## src/hw/scan_user_macro_pkg.sv

```systemverilog
// Constants, cell map and encodings for the boundary scan test logic.
// Assumes one system clock domain; the test clock is sampled as data.
package scan_user_macro_pkg;

  // ----------------------------------------------------------------
  // Sizes
  // ----------------------------------------------------------------
  localparam int NUM_IOB = 4;
  localparam int IR_LEN = 3;
  localparam int CELLS_PER_IOB = 3;

  // ----------------------------------------------------------------
  // Boundary register cell positions (bit 0 is nearest the data output)
  // ----------------------------------------------------------------
  localparam int CELL_SPEC_T = 0;
  localparam int CELL_SPEC_O = 1;
  localparam int CELL_IOB_BASE = 2;
  localparam int CELL_OFS_IN = 0;
  localparam int CELL_OFS_OUT = 1;
  localparam int CELL_OFS_OE = 2;
  localparam int CELL_MODE0_IN = CELL_IOB_BASE + CELLS_PER_IOB * NUM_IOB;
  localparam int CELL_MODE2_IN = CELL_MODE0_IN + 1;
  localparam int CELL_MODE1_IN = CELL_MODE0_IN + 2;
  localparam int CELL_MODE1_OUT = CELL_MODE0_IN + 3;
  localparam int CELL_MODE1_OE = CELL_MODE0_IN + 4;
  localparam int CELL_UPDATE = CELL_MODE0_IN + 5;
  localparam int BSR_LEN = CELL_UPDATE + 1;

  // ----------------------------------------------------------------
  // Instruction codes
  // ----------------------------------------------------------------
  typedef enum logic [2:0] {
    INSTR_EXTEST = 3'h0,
    INSTR_SAMPLE = 3'h1,
    INSTR_USER_ONE = 3'h2,
    INSTR_USER_TWO = 3'h3,
    INSTR_READBACK = 3'h4,
    INSTR_CONFIGURE = 3'h5,
    INSTR_RESERVED = 3'h6,
    INSTR_BYPASS = 3'h7
  } instr_t;

  localparam logic [IR_LEN-1:0] IR_CAPTURE_VAL = 3'h1;
  localparam instr_t IR_RESET_VAL = INSTR_BYPASS;

  // ----------------------------------------------------------------
  // TAP controller states
  // ----------------------------------------------------------------
  typedef enum logic [3:0] {
    TAP_RESET = 4'h0,
    TAP_IDLE = 4'h1,
    TAP_SEL_DR = 4'h2,
    TAP_CAPTURE_DR = 4'h3,
    TAP_SHIFT_DR = 4'h4,
    TAP_EXIT1_DR = 4'h5,
    TAP_PAUSE_DR = 4'h6,
    TAP_EXIT2_DR = 4'h7,
    TAP_UPDATE_DR = 4'h8,
    TAP_SEL_IR = 4'h9,
    TAP_CAPTURE_IR = 4'ha,
    TAP_SHIFT_IR = 4'hb,
    TAP_EXIT1_IR = 4'hc,
    TAP_PAUSE_IR = 4'hd,
    TAP_EXIT2_IR = 4'he,
    TAP_UPDATE_IR = 4'hf
  } tap_state_t;

  // ----------------------------------------------------------------
  // Values after reset
  // ----------------------------------------------------------------
  localparam logic TDO_RESET = 1'h0;
  localparam logic IDLE_RESET = 1'h1;
  localparam logic DRCK_RESET = 1'h1;
  localparam logic PAD_RESET = 1'h0;

endpackage : scan_user_macro_pkg

```

## src/hw/tap_controller.sv

```systemverilog
// Sixteen-state test access port controller.
// Assumes tckRise is a one-cycle pulse per test clock rising edge and
// tms is already synchronised to sys_clk.
`timescale 1ns/100ps
module tap_controller
  import scan_user_macro_pkg::*;
(
  input wire logic sys_clk,
  input wire logic rst,
  input wire logic tckRise,
  input wire logic tms,
  input wire logic forceReset,
  output tap_state_t tapState
);

  tap_state_t state_ff;
  tap_state_t nxt_state;

  always_comb begin
    unique case (state_ff)
      TAP_RESET: nxt_state = tms ? TAP_RESET : TAP_IDLE;
      TAP_IDLE: nxt_state = tms ? TAP_SEL_DR : TAP_IDLE;
      TAP_SEL_DR: nxt_state = tms ? TAP_SEL_IR : TAP_CAPTURE_DR;
      TAP_CAPTURE_DR: nxt_state = tms ? TAP_EXIT1_DR : TAP_SHIFT_DR;
      TAP_SHIFT_DR: nxt_state = tms ? TAP_EXIT1_DR : TAP_SHIFT_DR;
      TAP_EXIT1_DR: nxt_state = tms ? TAP_UPDATE_DR : TAP_PAUSE_DR;
      TAP_PAUSE_DR: nxt_state = tms ? TAP_EXIT2_DR : TAP_PAUSE_DR;
      TAP_EXIT2_DR: nxt_state = tms ? TAP_UPDATE_DR : TAP_SHIFT_DR;
      TAP_UPDATE_DR: nxt_state = tms ? TAP_SEL_DR : TAP_IDLE;
      TAP_SEL_IR: nxt_state = tms ? TAP_RESET : TAP_CAPTURE_IR;
      TAP_CAPTURE_IR: nxt_state = tms ? TAP_EXIT1_IR : TAP_SHIFT_IR;
      TAP_SHIFT_IR: nxt_state = tms ? TAP_EXIT1_IR : TAP_SHIFT_IR;
      TAP_EXIT1_IR: nxt_state = tms ? TAP_UPDATE_IR : TAP_PAUSE_IR;
      TAP_PAUSE_IR: nxt_state = tms ? TAP_EXIT2_IR : TAP_PAUSE_IR;
      TAP_EXIT2_IR: nxt_state = tms ? TAP_UPDATE_IR : TAP_SHIFT_IR;
      TAP_UPDATE_IR: nxt_state = tms ? TAP_SEL_DR : TAP_IDLE;
    endcase
  end

  // No separate test reset: five clocks with tms high, forceReset, or the system reset
  always_ff @(posedge sys_clk or posedge rst) begin
    if (rst) begin
      state_ff <= TAP_RESET;
    end else if (forceReset) begin
      state_ff <= TAP_RESET;
    end else if (tckRise) begin
      state_ff <= nxt_state;
    end
  end

  assign tapState = state_ff;

endmodule : tap_controller

```

## src/hw/boundary_scan_test_logic.sv

```systemverilog
// Boundary scan test logic: TAP, instruction register, boundary, bypass
// and user data paths, pad muxing and user strobes.
// Assumes the test clock, mode select, data in and pad levels are
// asynchronous pins; core and user logic signals are on sys_clk.
//
// Operation
// - Bypass, sample/preload and external test supported
// - Scan option turns pins into dedicated test port
// - No test reset pin; four-pin access only
// - Sixteen-state TAP, instruction decode, data registers
// - Three cells per io block, bonded or not
// - Non io block pins carry direction cells only
// - Program, config clock, done pins have no cells
// - External test Capture-DR loads all cells together
// - Special cells at 0, 1 and last
// - Special cells capture internals, last drives net
// - Bypass is one flop delaying one clock
// - Two user select outputs decode user instructions
// - User scan input shifted out during user instruction
// - Data register clock output for user registers
// - Idle output is NAND of clock and idle
// - Cell order per io block: in, out, enable
// - Mode pins zero, two input; one all three
// - Configure and readback instructions through test port
// - Cells ordered around die from upper right
// - Three-bit instruction codes select data output source
`timescale 1ns/100ps
module boundary_scan_test_logic
  import scan_user_macro_pkg::*;
(
  input wire logic sys_clk,
  input wire logic rst,
  input wire logic scanOptionEnabled,
  input wire logic testClockPin,
  input wire logic testModeSelectPin,
  input wire logic testDataInPin,
  output logic testDataOutPin,
  output logic testDataOutPinEn,
  input wire logic [scan_user_macro_pkg::NUM_IOB-1:0] ioPadIn,
  input wire logic [scan_user_macro_pkg::NUM_IOB-1:0] coreOut,
  input wire logic [scan_user_macro_pkg::NUM_IOB-1:0] coreOutEn,
  output logic [scan_user_macro_pkg::NUM_IOB-1:0] ioPadOut,
  output logic [scan_user_macro_pkg::NUM_IOB-1:0] ioPadOutEn,
  input wire logic mode_pin_zero,
  input wire logic mode_pin_two,
  input wire logic coreModeOneOut,
  input wire logic coreModeOneOutEn,
  output logic mode_pin_one,
  output logic mode_pin_one_en,
  input wire logic specialCaptureT,
  input wire logic specialCaptureO,
  output logic special_update_cell_last,
  output logic user_instr_one_selected,
  output logic user_instr_two_selected,
  input wire logic user_scan_out_one,
  input wire logic user_scan_out_two,
  output logic user_data_reg_clock,
  output logic user_idle_strobe,
  input wire logic readbackData,
  input wire logic configDataOut,
  output logic readbackShiftStrobe,
  output logic configShiftStrobe,
  output logic configShiftData
);

  // ----------------------------------------------------------------
  // Decode helpers
  // ----------------------------------------------------------------
  function automatic logic isBoundaryInstr(input instr_t ins);
    return (ins == INSTR_EXTEST) || (ins == INSTR_SAMPLE);
  endfunction : isBoundaryInstr

  function automatic logic isUserInstr(input instr_t ins);
    return (ins == INSTR_USER_ONE) || (ins == INSTR_USER_TWO);
  endfunction : isUserInstr

  // ----------------------------------------------------------------
  // Pin synchronisers
  // ----------------------------------------------------------------
  logic tckMeta_ff, tckSync_ff, tckPrev_ff;
  logic tmsMeta_ff, tmsSync_ff;
  logic tdiMeta_ff, tdiSync_ff;
  logic [NUM_IOB-1:0] padMeta_ff, padSync_ff;
  logic [1:0] modeMeta_ff, modeSync_ff;
  logic tckRise, tckFall;

  always_ff @(posedge sys_clk or posedge rst) begin
    if (rst) begin
      // Resting high avoids a false test clock edge on release
      {tckMeta_ff, tckSync_ff, tckPrev_ff} <= 3'h7;
      {tmsMeta_ff, tmsSync_ff} <= 2'h3;
      {tdiMeta_ff, tdiSync_ff} <= 2'h0;
      {padMeta_ff, padSync_ff} <= '0;
      {modeMeta_ff, modeSync_ff} <= '0;
    end else begin
      {tckPrev_ff, tckSync_ff, tckMeta_ff} <= {tckSync_ff, tckMeta_ff, testClockPin};
      {tmsSync_ff, tmsMeta_ff} <= {tmsMeta_ff, testModeSelectPin};
      {tdiSync_ff, tdiMeta_ff} <= {tdiMeta_ff, testDataInPin};
      {padSync_ff, padMeta_ff} <= {padMeta_ff, ioPadIn};
      {modeSync_ff, modeMeta_ff} <= {modeMeta_ff, mode_pin_two, mode_pin_zero};
    end
  end

  assign tckRise = tckSync_ff & ~tckPrev_ff;
  assign tckFall = ~tckSync_ff & tckPrev_ff;

  // ----------------------------------------------------------------
  // TAP controller
  // ----------------------------------------------------------------
  tap_state_t tapState;

  // Without the scan option the test pins are ordinary user pins
  tap_controller u_tap (
    .sys_clk(sys_clk),
    .rst(rst),
    .tckRise(tckRise),
    .tms(tmsSync_ff),
    .forceReset(~scanOptionEnabled),
    .tapState(tapState)
  );

  // ----------------------------------------------------------------
  // Instruction register
  // ----------------------------------------------------------------
  logic [IR_LEN-1:0] irShift_ff;
  instr_t instr_ff;

  always_ff @(posedge sys_clk or posedge rst) begin
    if (rst) begin
      irShift_ff <= IR_CAPTURE_VAL;
      instr_ff <= IR_RESET_VAL;
    end else if (tapState == TAP_RESET) begin
      instr_ff <= IR_RESET_VAL;
    end else if (tckRise) begin
      unique case (tapState)
        TAP_CAPTURE_IR: irShift_ff <= IR_CAPTURE_VAL;
        TAP_SHIFT_IR: irShift_ff <= {tdiSync_ff, irShift_ff[IR_LEN-1:1]};
        TAP_UPDATE_IR: instr_ff <= instr_t'(irShift_ff);
        default: ;
      endcase
    end
  end

  // ----------------------------------------------------------------
  // Boundary register capture vector
  // ----------------------------------------------------------------
  // Program, config clock and done pins are absent from the chain
  logic [BSR_LEN-1:0] captureVec;
  logic [BSR_LEN-1:0] bsrShift_ff, bsrUpdate_ff;

  always_comb begin
    captureVec = '0;
    captureVec[CELL_SPEC_T] = specialCaptureT;
    captureVec[CELL_SPEC_O] = specialCaptureO;
    // Io blocks run from the upper right corner around the die
    for (int k = 0; k < NUM_IOB; k++) begin
      captureVec[CELL_IOB_BASE + CELLS_PER_IOB * k + CELL_OFS_IN] = padSync_ff[k];
      captureVec[CELL_IOB_BASE + CELLS_PER_IOB * k + CELL_OFS_OUT] = coreOut[k];
      captureVec[CELL_IOB_BASE + CELLS_PER_IOB * k + CELL_OFS_OE] = coreOutEn[k];
    end
    captureVec[CELL_MODE0_IN] = modeSync_ff[0];
    captureVec[CELL_MODE2_IN] = modeSync_ff[1];
    captureVec[CELL_MODE1_IN] = mode_pin_one;
    captureVec[CELL_MODE1_OUT] = coreModeOneOut;
    captureVec[CELL_MODE1_OE] = coreModeOneOutEn;
    captureVec[CELL_UPDATE] = bsrUpdate_ff[CELL_UPDATE];
  end

  // ----------------------------------------------------------------
  // Boundary register shift and update stages
  // ----------------------------------------------------------------
  always_ff @(posedge sys_clk or posedge rst) begin
    if (rst) begin
      bsrShift_ff <= '0;
    end else if (tckRise && isBoundaryInstr(instr_ff)) begin
      if (tapState == TAP_CAPTURE_DR) begin
        bsrShift_ff <= captureVec;
      end else if (tapState == TAP_SHIFT_DR) begin
        bsrShift_ff <= {tdiSync_ff, bsrShift_ff[BSR_LEN-1:1]};
      end
    end
  end

  // Update stage holds across shifts so pads never ripple
  always_ff @(posedge sys_clk or posedge rst) begin
    if (rst) begin
      bsrUpdate_ff <= '0;
    end else if (tckRise && tapState == TAP_UPDATE_DR && isBoundaryInstr(instr_ff)) begin
      bsrUpdate_ff <= bsrShift_ff;
    end
  end

  // ----------------------------------------------------------------
  // Bypass register
  // ----------------------------------------------------------------
  logic bypass_ff;

  always_ff @(posedge sys_clk or posedge rst) begin
    if (rst) begin
      bypass_ff <= 1'h0;
    end else if (tckRise) begin
      if (tapState == TAP_CAPTURE_DR) begin
        bypass_ff <= 1'h0;
      end else if (tapState == TAP_SHIFT_DR) begin
        bypass_ff <= tdiSync_ff;
      end
    end
  end

  // ----------------------------------------------------------------
  // Test data output
  // ----------------------------------------------------------------
  logic tdoSource;

  always_comb begin
    tdoSource = bypass_ff;
    if (tapState == TAP_SHIFT_IR) begin
      tdoSource = irShift_ff[0];
    end else begin
      unique case (instr_ff)
        INSTR_EXTEST, INSTR_SAMPLE: tdoSource = bsrShift_ff[0];
        INSTR_USER_ONE: tdoSource = user_scan_out_one;
        INSTR_USER_TWO: tdoSource = user_scan_out_two;
        INSTR_READBACK: tdoSource = readbackData;
        INSTR_CONFIGURE: tdoSource = configDataOut;
        INSTR_RESERVED, INSTR_BYPASS: tdoSource = bypass_ff;
      endcase
    end
  end

  // Falling edge launch gives the next device a full half period of setup
  always_ff @(posedge sys_clk or posedge rst) begin
    if (rst) begin
      testDataOutPin <= TDO_RESET;
      testDataOutPinEn <= 1'h0;
    end else if (!scanOptionEnabled) begin
      testDataOutPinEn <= 1'h0;
    end else if (tckFall) begin
      testDataOutPin <= tdoSource;
      testDataOutPinEn <= (tapState == TAP_SHIFT_IR) || (tapState == TAP_SHIFT_DR);
    end
  end

  // ----------------------------------------------------------------
  // Configuration and readback serial path
  // ----------------------------------------------------------------
  logic drShiftRise;

  assign drShiftRise = tckRise && (tapState == TAP_SHIFT_DR);

  always_ff @(posedge sys_clk or posedge rst) begin
    if (rst) begin
      configShiftStrobe <= 1'h0;
      configShiftData <= 1'h0;
      readbackShiftStrobe <= 1'h0;
    end else begin
      configShiftStrobe <= drShiftRise && (instr_ff == INSTR_CONFIGURE);
      readbackShiftStrobe <= drShiftRise && (instr_ff == INSTR_READBACK);
      if (drShiftRise && instr_ff == INSTR_CONFIGURE) begin
        configShiftData <= tdiSync_ff;
      end
    end
  end

  // ----------------------------------------------------------------
  // Pad drivers
  // ----------------------------------------------------------------
  logic extestActive, padsDisabled;

  assign extestActive = (instr_ff == INSTR_EXTEST);
  assign padsDisabled = (instr_ff == INSTR_CONFIGURE);

  always_ff @(posedge sys_clk or posedge rst) begin
    if (rst) begin
      ioPadOut <= '0;
      ioPadOutEn <= '0;
      mode_pin_one <= PAD_RESET;
      mode_pin_one_en <= 1'h0;
      special_update_cell_last <= 1'h0;
    end else begin
      special_update_cell_last <= bsrUpdate_ff[CELL_UPDATE];
      if (padsDisabled) begin
        ioPadOut <= {NUM_IOB{PAD_RESET}};
        ioPadOutEn <= '0;
        mode_pin_one <= PAD_RESET;
        mode_pin_one_en <= 1'h0;
      end else if (extestActive) begin
        for (int k = 0; k < NUM_IOB; k++) begin
          ioPadOut[k] <= bsrUpdate_ff[CELL_IOB_BASE + CELLS_PER_IOB * k + CELL_OFS_OUT];
          ioPadOutEn[k] <= bsrUpdate_ff[CELL_IOB_BASE + CELLS_PER_IOB * k + CELL_OFS_OE];
        end
        mode_pin_one <= bsrUpdate_ff[CELL_MODE1_OUT];
        mode_pin_one_en <= bsrUpdate_ff[CELL_MODE1_OE];
      end else begin
        ioPadOut <= coreOut;
        ioPadOutEn <= coreOutEn;
        mode_pin_one <= coreModeOneOut;
        mode_pin_one_en <= coreModeOneOutEn;
      end
    end
  end

  // ----------------------------------------------------------------
  // User logic strobes
  // ----------------------------------------------------------------
  logic drCaptureOrShift;

  assign drCaptureOrShift = (tapState == TAP_CAPTURE_DR) || (tapState == TAP_SHIFT_DR);

  always_ff @(posedge sys_clk or posedge rst) begin
    if (rst) begin
      user_instr_one_selected <= 1'h0;
      user_instr_two_selected <= 1'h0;
      user_data_reg_clock <= DRCK_RESET;
      user_idle_strobe <= IDLE_RESET;
    end else begin
      user_instr_one_selected <= (instr_ff == INSTR_USER_ONE);
      user_instr_two_selected <= (instr_ff == INSTR_USER_TWO);
      // Clock pulses only while a user register captures or shifts
      user_data_reg_clock <= (isUserInstr(instr_ff) && drCaptureOrShift)
                             ? tckSync_ff : DRCK_RESET;
      user_idle_strobe <= ~(tckSync_ff && tapState == TAP_IDLE);
    end
  end

endmodule : boundary_scan_test_logic

```

## config.mk

```make
export PLATFORM = sky130hd
export DESIGN_NAME = boundary_scan_test_logic
export DESIGN_NICKNAME = d
export VERILOG_FILES = /design/src/hw/scan_user_macro_pkg.sv /design/src/hw/tap_controller.sv /design/src/hw/boundary_scan_test_logic.sv
export SDC_FILE = /design/constraint.sdc
export NUM_CORES = 1
export LEC_CHECK = 0
export BUFFER_PORTS_ARGS = -buffer_cell sky130_fd_sc_hd__buf_2
export CAP_MARGIN = 40
export CORE_AREA = 2 2 84 86
export DETAILED_ROUTE_END_ITERATION = 12
export DIE_AREA = 0 0 86 88
export GPL_TIMING_DRIVEN = 0
export PLACE_DENSITY_LB_ADDON = 0.2
export SYNTH_ARGS = -nofsm -noshare
export SYNTH_HDL_FRONTEND = slang
export SYNTH_SLANG_ARGS = --single-unit
export TNS_END_PERCENT = 50
```

## constraint.sdc

```tcl
create_clock -name sys_clk -period 4.3 [get_ports sys_clk]
set_clock_uncertainty 0.1 [all_clocks]
set_input_delay 0.215 -clock sys_clk [delete_from_list [all_inputs] [get_ports sys_clk]]
set_output_delay 0.215 -clock sys_clk [all_outputs]
set_load 0.02 [all_outputs]
```

==> reports/qor.yml, run 1 <==
grt_pass1_vias: 2466
reg2reg_slack_ps: 2160
cp_data_required_time_ps: 4440
worst-r2r-cell-count: 5
htreeDepth: 3
final_common_cell: "dfrtp_1"
ys_ff_latch: 81
hold_path_class: "input port to register"
tightest_slew_ps: 711.6
cts_root_buffer: "clkbuf_8"
syn_nets: 328
drive_above_1_share_pct: 33.42
vdd_drop_max_mv: 0.1778
worstHoldStart: "coreOutEn[0]"
period_minus_slack_ps: 2143
clock-sinks: 81
synth_cell_types: 41
maxCapViolCount: 0
wl_um: 6953
reg2reg_from: "instr_ff[0]"
grt_usage_pct: 20.50
cts_buffers: 9
max_freq_mhz: 466.6
antenna_cells: 0
synthFlopType: "dfrtp_1"
gp_congestion: 0.8218
synth_edf_count: 0
antenna_found_initial: 0
status: "complete, no violations"
grt_max_degree: 47
crit_path_max_incr_delay_ps: 510
cts_tree: "yes"
setup_viol: 0
rsz0062_at_grt: "false"
cts_buffer_depth: 2
dieArea_um2: 7568
period_share_pct: 49.84
hpwl_um: 4770
drc: 0
dieWidth_um: 86
worst_skew_pair.late_latency_ps: 350
power_density_nw_per_um2: 354.7
max-slew-margin-rel_pct: 52.38
crit_fanout: 8
ys_seq_area_share_pct: 58.44
avgSynthCellArea_um2: 11.64
final_cell_mix: "dfrtp_1, buf_2, nor2_1, mux2i_1, nand2_1"
io_pins: 48
wl_per_cell_um: 15.31
worstSetupPathType: "register to register"
syn_to_final_growth_pct: 19.49
worstPathCellList: "clkbuf_1 -> mux2_2 -> mux4_2 -> mux2i_1 -> o21ai_0"
ys_async_sr_fraction_pct: 100.0
p_leak_nw: 1.850
clkTransAtPathRegs_ps: 80
nNetsFinal: 397
final-hold-violation-count: 0
crit_path_top_delay_cell: "dfstp_2"
dr.pass1.iters: 4
synth_warnings: 0
arrival_ps: 2280
grt_pass1_wl_um: 11850
critPathLaunchType: "register"
postRouteAntennaNets: 0
critPathBufInv: 1
drt-vias-per-instance: 5.370
core_um2: 6644
chipHeight_um: 88
initial_core_util_pct: 52.56
holdWs_ps: 28.74
syn_area_um2: 3492
num_rows: 30
drt_iter0_markers: 143
globalRouteOverflowTotal: 0
num_vias: 2438
postCtsSetupRepairBufs: 0
crit_path_end_kind: "register"
min_to: "ioPadOutEn[0]"
maxSlewViolCount: 0
syn_inst: 300
fin_setup_tns_ps: 0
reg2reg_to: "testDataOutPin"
path_delay_family: "multiplexers"
nFillCells: 565
hold_path_depth: 3
portBuffers: 47
[layout make-up]
cell class / instances / area [um^2] / area share (%)
plain buffers: 22 / 111.4 / 2.669
clock inverters: 4 / 50.05 / 1.199
flip-flops and latches: 81 / 2041 / 48.91
well taps: 80 / 100.1 / 2.399
clock buffers: 12 / 165.2 / 3.958
repair buffers: 58 / 362.8 / 8.696
multi-input cells: 190 / 1314 / 31.48
inverters: 7 / 28.78 / 0.6897
[logic make-up after synthesis]
group                  after synthesis  share of synthesized area, %
AOI/OAI and AO/OA                   68                         14.26
and+or+nand+nor                     83                         11.32
DFF                                 81                         58.44
muxes                               39                         12.04
buffers and inverters               29                         3.941
[worst max path at each step]
stage / start / slack [ps] / endpoint / cells past startpoint
after global routing: instr_ff[0] / 2050 / testDataOutPin / 5
final: instr_ff[0] / 2160 / testDataOutPin / 5
after CTS: instr_ff[0] / 2150 / testDataOutPin / 5
after detailed placement: instr_ff[0] / 2160 / testDataOutPin / 5
after global placement: rst / 960 / bsrShift_ff[2] / 2
after floorplan: rst / 1920 / bsrShift_ff[0] / 1
[stage by stage]
| step | instance area (um^2) | std cells | setup WS, ps | util, % | total power [mW] |
|---|---|---|---|---|---|
| 2_1_floorplan | 3492 | 300 | 1923 | - | 0.8637 |
| 3_3_place_gp | 3827 | 427 | 962.8 | 57.61 | 0.8989 |
| 3_5_place_dp | 3857 | 428 | 2161 | 58.06 | 0.9044 |
| 4_1_cts | 4173 | 454 | 2153 | 62.81 | 1.497 |
| 5_1_grt | 4173 | 454 | 2046 | 62.81 | 1.548 |
| 6_report | 4173 | 454 | 2157 | 62.81 | 1.480 |
[tightest hold or removal path, cell delays in order]
cell and delay [ps]:
buf_2 110, nand2_1 50, o21ai_0 60
[Yosys cell counts (all sizes together), types with 2 or more instances]
cell type / number / area, um^2
buf: 11 / 70.06
and3: 2 / 12.51
inv: 7 / 26.28
dfrtp: 70 / 1752
nor3: 3 / 15.01
nor4: 2 / 18.77
nand3b: 2 / 15.01
or3: 2 / 12.51
nand2: 21 / 78.83
o21ai: 20 / 100.1
mux2i: 24 / 240.2
o41ai: 2 / 17.52
a22oi: 10 / 75.07
nor2: 31 / 116.4
a21oi: 24 / 195.2
nand2b: 6 / 37.54
a31oi: 4 / 25.02
nand3: 4 / 20.02
mux2: 14 / 157.7
nor3b: 3 / 22.52
clkbuf: 11 / 41.29
dfstp: 11 / 289.0
nor2b: 3 / 18.77
[registers in the layout (all words and copies together), names as in the netlist, 2 cells and up]
signal          count
modeMeta_ff         2
bsrShift_ff        20
instr_ff            3
padMeta_ff          4
ioPadOut            4
u_tap.tapState      4
bsrUpdate_ff       11
ioPadOutEn          4
padSync_ff          4
modeSync_ff         2
irShift_ff          3
[where the power goes]
part | switching, mW | internal [mW]
combinational | 0.0624 | 0.0423
clock | 0.270 | 0.315
sequential | 0.00781 | 0.783
[repair_timing]
action / CTS / global route
resized for setup: 0 / 0
endpoints found under the hold margin: 44 / 0
hold buffers: 10 / 0
[per-layer routing]
layer | track usage [%] | routed length (um) | vias up
met5 | 0 | 0 | -
met4 | 9.235 | 133 | 0
met3 | 3.959 | 352 | 12
met2 | 31.57 | 3234 | 69
met1 | 28.46 | 3232 | 1174
li1 | - | - | 1183
Note: power is estimated with default switching activity, not from simulation.
==> run 2, diff against run 1 <==
- ABC_AREA: not set -> 1
- CORE_AREA: 2 2 84 86 -> 2 2 86 88
- DIE_AREA: 0 0 86 88 -> 0 0 88 90
- clock period: 4.3 -> 1.7 ns (I/O delays scaled with it)
==> run 2 against run 1 <==
Cell count increased by 29%; global-route usage increased by 0.52 points; synthesized cell count increased by 31%; utilization decreased by 0.18 points; die area increased by 4.7%; worst hold slack improved by 11 ps; clock power increased to 2.5 times the previous value; critical endpoint is now bsrShift_ff[6]; largest cell class unchanged; largest power group unchanged; highest routed layer unchanged.
==> reports/qor.yml, run 2 <==
final_cell_mix: "nand2_1, dfrtp_1, buf_2, inv_1, o21ai_0"
crit_path_top_delay_cell: "dfstp_2"
setup_viol: 0  # unchanged
synthFlopType: "dfrtp_1"
maxCapViolCount: 0  # unchanged
yosys.area.top_type_share_pct: 50.56  # +0.40 points
path_delay_family: "flip-flops"
ys_ff_latch: 81  # unchanged
crit_fanout: 10  # +2
critPathLaunchType: "register"
clkTransAtPathRegs_ps: 100  # +20 ps
cts_root_buffer: "clkbuf_8"
drt-vias-per-instance: 4.781  # -11%
final-hold-violation-count: 0  # unchanged
critPathBufInv: 4  # +3
portBuffers: 47  # unchanged
cts_tree: "yes"
yosysMostFrequentCell: "nand2_1"
crit_path_max_incr_delay_ps: 600  # +90 ps
grt_usage_pct: 21.02  # +0.52 points
synth_edf_count: 0  # unchanged
synth_cell_types: 27  # -34%
cts_buffers: 9  # unchanged
syn_inst: 394  # +31%
core_um2: 7020  # +5.7%
ys_top_cells_by_area: "dfrtp_1, nand2_1, dfstp_2"
rsz0062_at_grt: "true"
drc: 0  # unchanged
htreeDepth: 3  # unchanged
dr.pass1.iters: 4  # unchanged
gp_congestion: 0.8608  # +4.7%
pre_cts_ws_ps: -0.1549  # -2161 ps
top_register: "bsrShift_ff"
nFillCells: 643  # +14%
maxSlewViolCount: 0  # unchanged
drive_above_1_share_pct: 23.51  # -9.9 points
postRouteAntennaNets: 0  # unchanged
clock-sinks: 81  # unchanged
ys_top_cells_by_count: "nand2_1, dfrtp_1, inv_1"
grt_max_degree: 34  # -28%
syn_to_final_growth_pct: 26.91
instances_no_fill: 584  # +29%
grt_pass1_wl_um: 12820  # +8.1%
worstSetupPathType: "register to register"
initial_core_util_pct: 49.35  # -3.2 points
synth_warnings: 0  # unchanged
cp_data_required_time_ps: 1860  # -2580 ps
max-slew-margin-rel_pct: 71.59  # +19 points
globalRouteOverflowTotal: 0  # unchanged
syn_nets: 422  # +29%
chipHeight_um: 90  # +2.3%
arrival_ps: 1760  # -520 ps
dieWidth_um: 88  # +2.3%
timing.final.ws_setup_ps: 97.76  # -2059 ps
period_minus_slack_ps: 1602  # -540.8 ps
status: "complete, no violations"
max_freq_mhz: 624.1  # +34%
tightest_slew_ps: 425.2  # -286.4 ps
hold_path_class: "input port to register"
nNetsFinal: 508  # +28%
ys_seq_area_share_pct: 58.90  # +0.46 points
grt_pass1_vias: 2688  # +9.0%
vdd_drop_max_mv: 0.5977  # +240%
crit_path_end_kind: "register"
dieArea_um2: 7920  # +4.7%
placedCellCount: 542  # +27%
antenna_cells: 0  # unchanged
avgSynthCellArea_um2: 8.793  # -24%
cts_buffer_depth: 2  # unchanged
wl_um: 7599  # +9.3%
reg.largest.list: "bsrShift_ff x20, bsrUpdate_ff x11"
period_share_pct: 94.25  # +44 points
wl_per_cell_um: 13.01  # -15%
io_pins: 48  # unchanged
syn_area_um2: 3465  # -0.79%
num_rows: 31  # +3.3%
hpwl_um: 5185  # +8.7%
num_vias: 2792  # +15%
final_common_cell: "nand2_1"
power_density_nw_per_um2: 837.5  # +140%
synth_top_area_cell: "dfrtp_1"
largest_reg_flops: 20  # unchanged
ys_async_sr_fraction_pct: 100.0  # unchanged
drt_iter0_markers: 184  # +29%
p_leak_nw: 2.281  # +23%
antenna_found_initial: 0  # unchanged
worst_skew_pair.late_latency_ps: 360  # about the same
worstPathCellList: "nor2_1 -> inv_1 -> nor2_4 -> buf_12 -> nand2_8 -> clkinv_4 -> buf_6 -> nand2_1 -> o21ai_2"
==> run 2: changes by cell type after synthesis, moves of 6 or more <==
cell      before  now
a21oi_2       20    0
nand3_1        4   17
nand2b_1       6    0
nor2_1        31   19
o21ai_1        0   27
clkbuf_1      11    2
nand2_1       21  103
inv_1          7   52
mux2i_1       24    0
mux2_2        14    0
o21ai_0       20   44
a21oi_1        4   13
a22oi_1       10    0
==> run 2: logic make-up after synthesis <==
| group | count (synthesis) | share of synthesized area (%) |
|---|---|---|
| simple gates | 158 | 19.86 |
| buf+inv | 68 | 8.451 |
| compound gates | 87 | 12.78 |
| flops | 81 | 58.90 |
==> run 2: per-layer routing <==
metal	global-route usage (%)	vias up	wire length, um
li1	-	1424	-
met1	31.42	1285	3710
met2	30.56	79	3464
met3	4.775	4	371
met4	6.410	0	52
met5	0	-	0
==> run 2: timing repair <==
item,4_1_cts,5_1_grt
endpoints found under the setup margin,6,45
resized for setup,2,15
endpoints found under the hold margin,96,0
pin swaps,0,2
hold buffers,24,0
buffers inserted,0,2
==> run 2: power by group <==
part,internal (mW),leakage [nW],switching [mW]
logic,0.0944,1.20,0.118
registers,1.97,0.973,0.0154
clock network,0.740,0.105,0.746
==> run 2: worst paths after layout <==
check,cells after the start,startpoint,slack [ps],to
setup / recovery,9,instr_ff[2],100,bsrShift_ff[6]
hold / removal,7,user_scan_out_two,40,testDataOutPin
setup reg to reg,9,instr_ff[2],100,bsrShift_ff[6]
hold reg to reg,0,padMeta_ff[1],250,padSync_ff[1]
max in group asynchronous,4,rst,760,user_idle_strobe
min in group asynchronous,3,rst,170,mode_pin_one
==> run 2: cell type report <==
| class | instances | area [um^2] | share of cell area [%] |
|---|---|---|---|
| Clock buffer | 10 | 137.6 | 3.130 |
| Sequential cell | 81 | 2042 | 46.44 |
| Buffer | 12 | 81.33 | 1.850 |
| Multi-Input combinational cell | 245 | 1172 | 26.66 |
| Tap cell | 99 | 123.9 | 2.817 |
| Clock inverter | 6 | 75.07 | 1.707 |
| Timing Repair Buffer | 75 | 543.0 | 12.35 |
| Inverter | 56 | 221.5 | 5.037 |
==> run 2: stage by stage <==
stage | instance area, um^2 | setup TNS (ps) | utilization, % | total power, mW | hold WS (ps)
after global placement | 3827 | 0 | 54.52 | 2.177 | 90.69
final | 4397 | 0 | 62.63 | 3.682 | 39.74
after detailed placement | 3867 | -0.1549 | 55.09 | 2.189 | 18.82
after CTS | 4328 | 0 | 61.65 | 3.705 | 20.39
after floorplan | 3468 | 0 | - | 2.105 | -10.52
after global routing | 4397 | -14.69 | 62.63 | 3.828 | 75.40
==> run 2: worst register-to-register path: stages (launching register included) <==
cell and delay [ps]:
dfstp_2 600, nor2_1 100, inv_1 100, nor2_4 50, buf_12 120, nand2_8 90
clkinv_4 90, buf_6 150, nand2_1 70, o21ai_2 50
==> run 3, diff against run 2 <==
- REMOVE_ABC_BUFFERS: not set -> 1
- TNS_END_PERCENT: 50 -> 5
==> run 3 against run 2 <==
Setup slack got worse by 39 ps; flip-flop and latch count stayed put; sequential share of layout area rose by 0.65 points; clock power rose by 13%; first-iteration DRC count increased by 14%; utilization down 0.75 points; routed wire length is 5.3% lower; power is 5.3% higher; die area is the same; via count is 1.4% lower; register-to-register slack worse by 40 ps; cell count decreased by 2.4%; critical path type unchanged; largest cell class unchanged.
==> reports/qor.yml, run 3 (same netlist as run 2, synthesis figures left out) <==
status: "complete, no violations"
cts_buffer_depth: 2  # unchanged
antenna_cells: 0  # unchanged
max_freq_mhz: 609.2  # -2.4%
instances_no_fill: 570  # -2.4%
placedCellCount: 529  # -2.4%
drt-vias-per-instance: 4.830  # +1.0%
final-hold-violation-count: 0  # unchanged
dr.pass1.iters: 4  # unchanged
nFillCells: 571  # -11%
initial_core_util_pct: 49.35  # unchanged
vdd_drop_max_mv: 0.4798  # -20%
wl_per_cell_um: 12.62  # -3.0%
largest_reg_flops: 20  # unchanged
p_total_mw: 3.878  # +5.3%
cp_data_required_time_ps: 1820  # -40 ps
cts_buffers: 9  # unchanged
htreeDepth: 3  # unchanged
power_density_nw_per_um2: 892.8  # +6.6%
antenna_found_initial: 0  # unchanged
hold_path_depth: 7  # unchanged
maxCapViolCount: 0  # unchanged
io_pins: 48  # unchanged
top_register: "bsrShift_ff"
chipHeight_um: 90  # unchanged
setup_viol: 0  # unchanged
nNetsFinal: 494  # -2.8%
drive_above_1_share_pct: 21.66  # -1.8 points
drt_iter0_markers: 209  # +14%
grt_pass1_vias: 2594  # -3.5%
p_leak_nw: 2.240  # -1.8%
critPathLaunchType: "register"
crit_fanout: 22  # +12
syn_to_final_growth_pct: 25.39
num_rows: 31  # unchanged
worst_skew_pair.late_latency_ps: 340  # -20 ps
rsz0062_at_grt: "true"
maxSlewViolCount: 0  # unchanged
wl_um: 7194  # -5.3%
reg.largest.list: "bsrShift_ff x20, bsrUpdate_ff x11"
drc: 0  # unchanged
globalRouteOverflowTotal: 0  # unchanged
postRouteAntennaNets: 0  # unchanged
timing.final.ws_setup_ps: 58.59  # -39.17 ps
portBuffers: 47  # unchanged
hpwl_um: 4471  # -14%
grt_max_degree: 67  # +97%
clock-sinks: 81  # unchanged
tightest_slew_ps: 537.5  # +112.3 ps
period_minus_slack_ps: 1641  # +39.17 ps
cts_root_buffer: "clkbuf_8"
max-slew-margin-rel_pct: 63.89  # -7.7 points
final_cell_mix: "nand2_1, dfrtp_1, inv_1, buf_2, o21ai_0"
gp_congestion: 0.8815  # +2.4%
worstSetupPathType: "register to register"
dieWidth_um: 88  # unchanged
power_frac_comb_pct: 5.2  # -0.6 points
crit_path_end_kind: "register"
grt_pass1_wl_um: 12050  # -6.0%
arrival_ps: 1760  # about the same
pwr-share-clk_pct: 43.6  # +3.3 points
final_common_cell: "nand2_1"
grt_usage_pct: 19.48  # -1.5 points
p_int_mw: 3.075  # +9.7%
hold_path_class: "input port to register"
power_switching_uw: 803.4  # -8.6%
clkTransAtPathRegs_ps: 80  # -20 ps
seqPwrFrac_pct: 51.2  # -2.7 points
period_share_pct: 96.55  # +2.3 points
dieArea_um2: 7920  # unchanged
cts_tree: "yes"
num_vias: 2753  # -1.4%
worst-r2r-cell-count: 5  # -4
pre_cts_ws_ps: -267.9  # -267.7 ps
switching_share_pct: 20.72  # -3.2 points
core_um2: 7020  # unchanged
-- run 3: cell count changes in the layout (fill, tap and decap cells not counted), moves of 2 or more --
cell / previous run / this run
clkinvlp_4: 2 / 0
dfrtp_2: 1 / 4
buf_6: 3 / 0
clkbuf_2: 2 / 0
buf_2: 53 / 47
nand2_4: 3 / 1
dfrtp_1: 69 / 66
buf_12: 3 / 0
clkinv_4: 3 / 1
bufinv_16: 1 / 3
nand2_8: 1 / 3
-- run 3: worst paths after layout --
kind | from | end | slack [ps]
setup / recovery | tckSync_ff | bsrUpdate_ff[3] | 60
hold / removal | user_scan_out_two | testDataOutPin | 30
setup reg to reg | tckSync_ff | bsrUpdate_ff[3] | 60
hold reg to reg | padMeta_ff[2] | padSync_ff[2] | 250
max in group asynchronous | rst | tckMeta_ff | 760
min in group asynchronous | rst | modeSync_ff[0] | 120
-- run 3: worst max-delay path: stages, from the launching register on --
cell and delay, ps:
dfstp_2 580, nand2_2 130, nor2_4 200, nand3_4 270, nand2_1 150, o21ai_1 80
-- run 3: final cells by class --
cell class                      instances  area (um^2)  area share [%]
Sequential cell                        81         2046           47.09
Multi-Input combinational cell        246         1199           27.59
Timing Repair Buffer                   72        503.0           11.58
Inverter                               56        227.7           5.242
Clock buffer                           11        141.4           3.255
Tap cell                               99        123.9           2.851
Clock inverter                          5        103.9           2.391
-- run 3: power by group through the flow --
| stage | clock network (mW) | registers [mW] | logic [mW] |
|---|---|---|---|
| after floorplan | 0 | 2.04 | 0.0650 |
| after global routing | 1.80 | 1.99 | 0.224 |
| final | 1.69 | 1.99 | 0.201 |
| after detailed placement | 0 | 2.02 | 0.160 |
| after global placement | 0 | 2.02 | 0.149 |
| after CTS | 1.72 | 1.99 | 0.204 |
-- run 3: layer usage --
layer	global-route usage, %	part of all wire (%)	vias up
li1	-	-	1396
met1	27.01	47	1266
met2	31.00	47	83
met3	4.500	5.0	8
met4	4.744	1.0	0
met5	0	0	-
-- run 3: per-stage QoR --
step / hold slack, ps / utilization [%] / setup TNS [ps] / instance area [um^2]
after floorplan: -10.52 / - / -38600 / 3388
after global placement: 90.86 / 53.38 / -117130 / 3747
after detailed placement: -59.41 / 53.81 / -4970 / 3777
after CTS: 33.83 / 61.61 / -15.65 / 4325
after global routing: 97.17 / 61.88 / -223.0 / 4344
final: 32.70 / 61.88 / 0 / 4344
-- run 3: timing repair --
| action | CTS | global route |
|---|---|---|
| setup buffers | 0 | 0 |
| gates resized for setup | 11 | 5 |
| hold endpoints to repair | 95 | 0 |
| hold buffers | 24 | 0 |
| gates cloned | 1 | 0 |
| setup endpoints to repair | 32 | 43 |
| pin swaps | 3 | 2 |
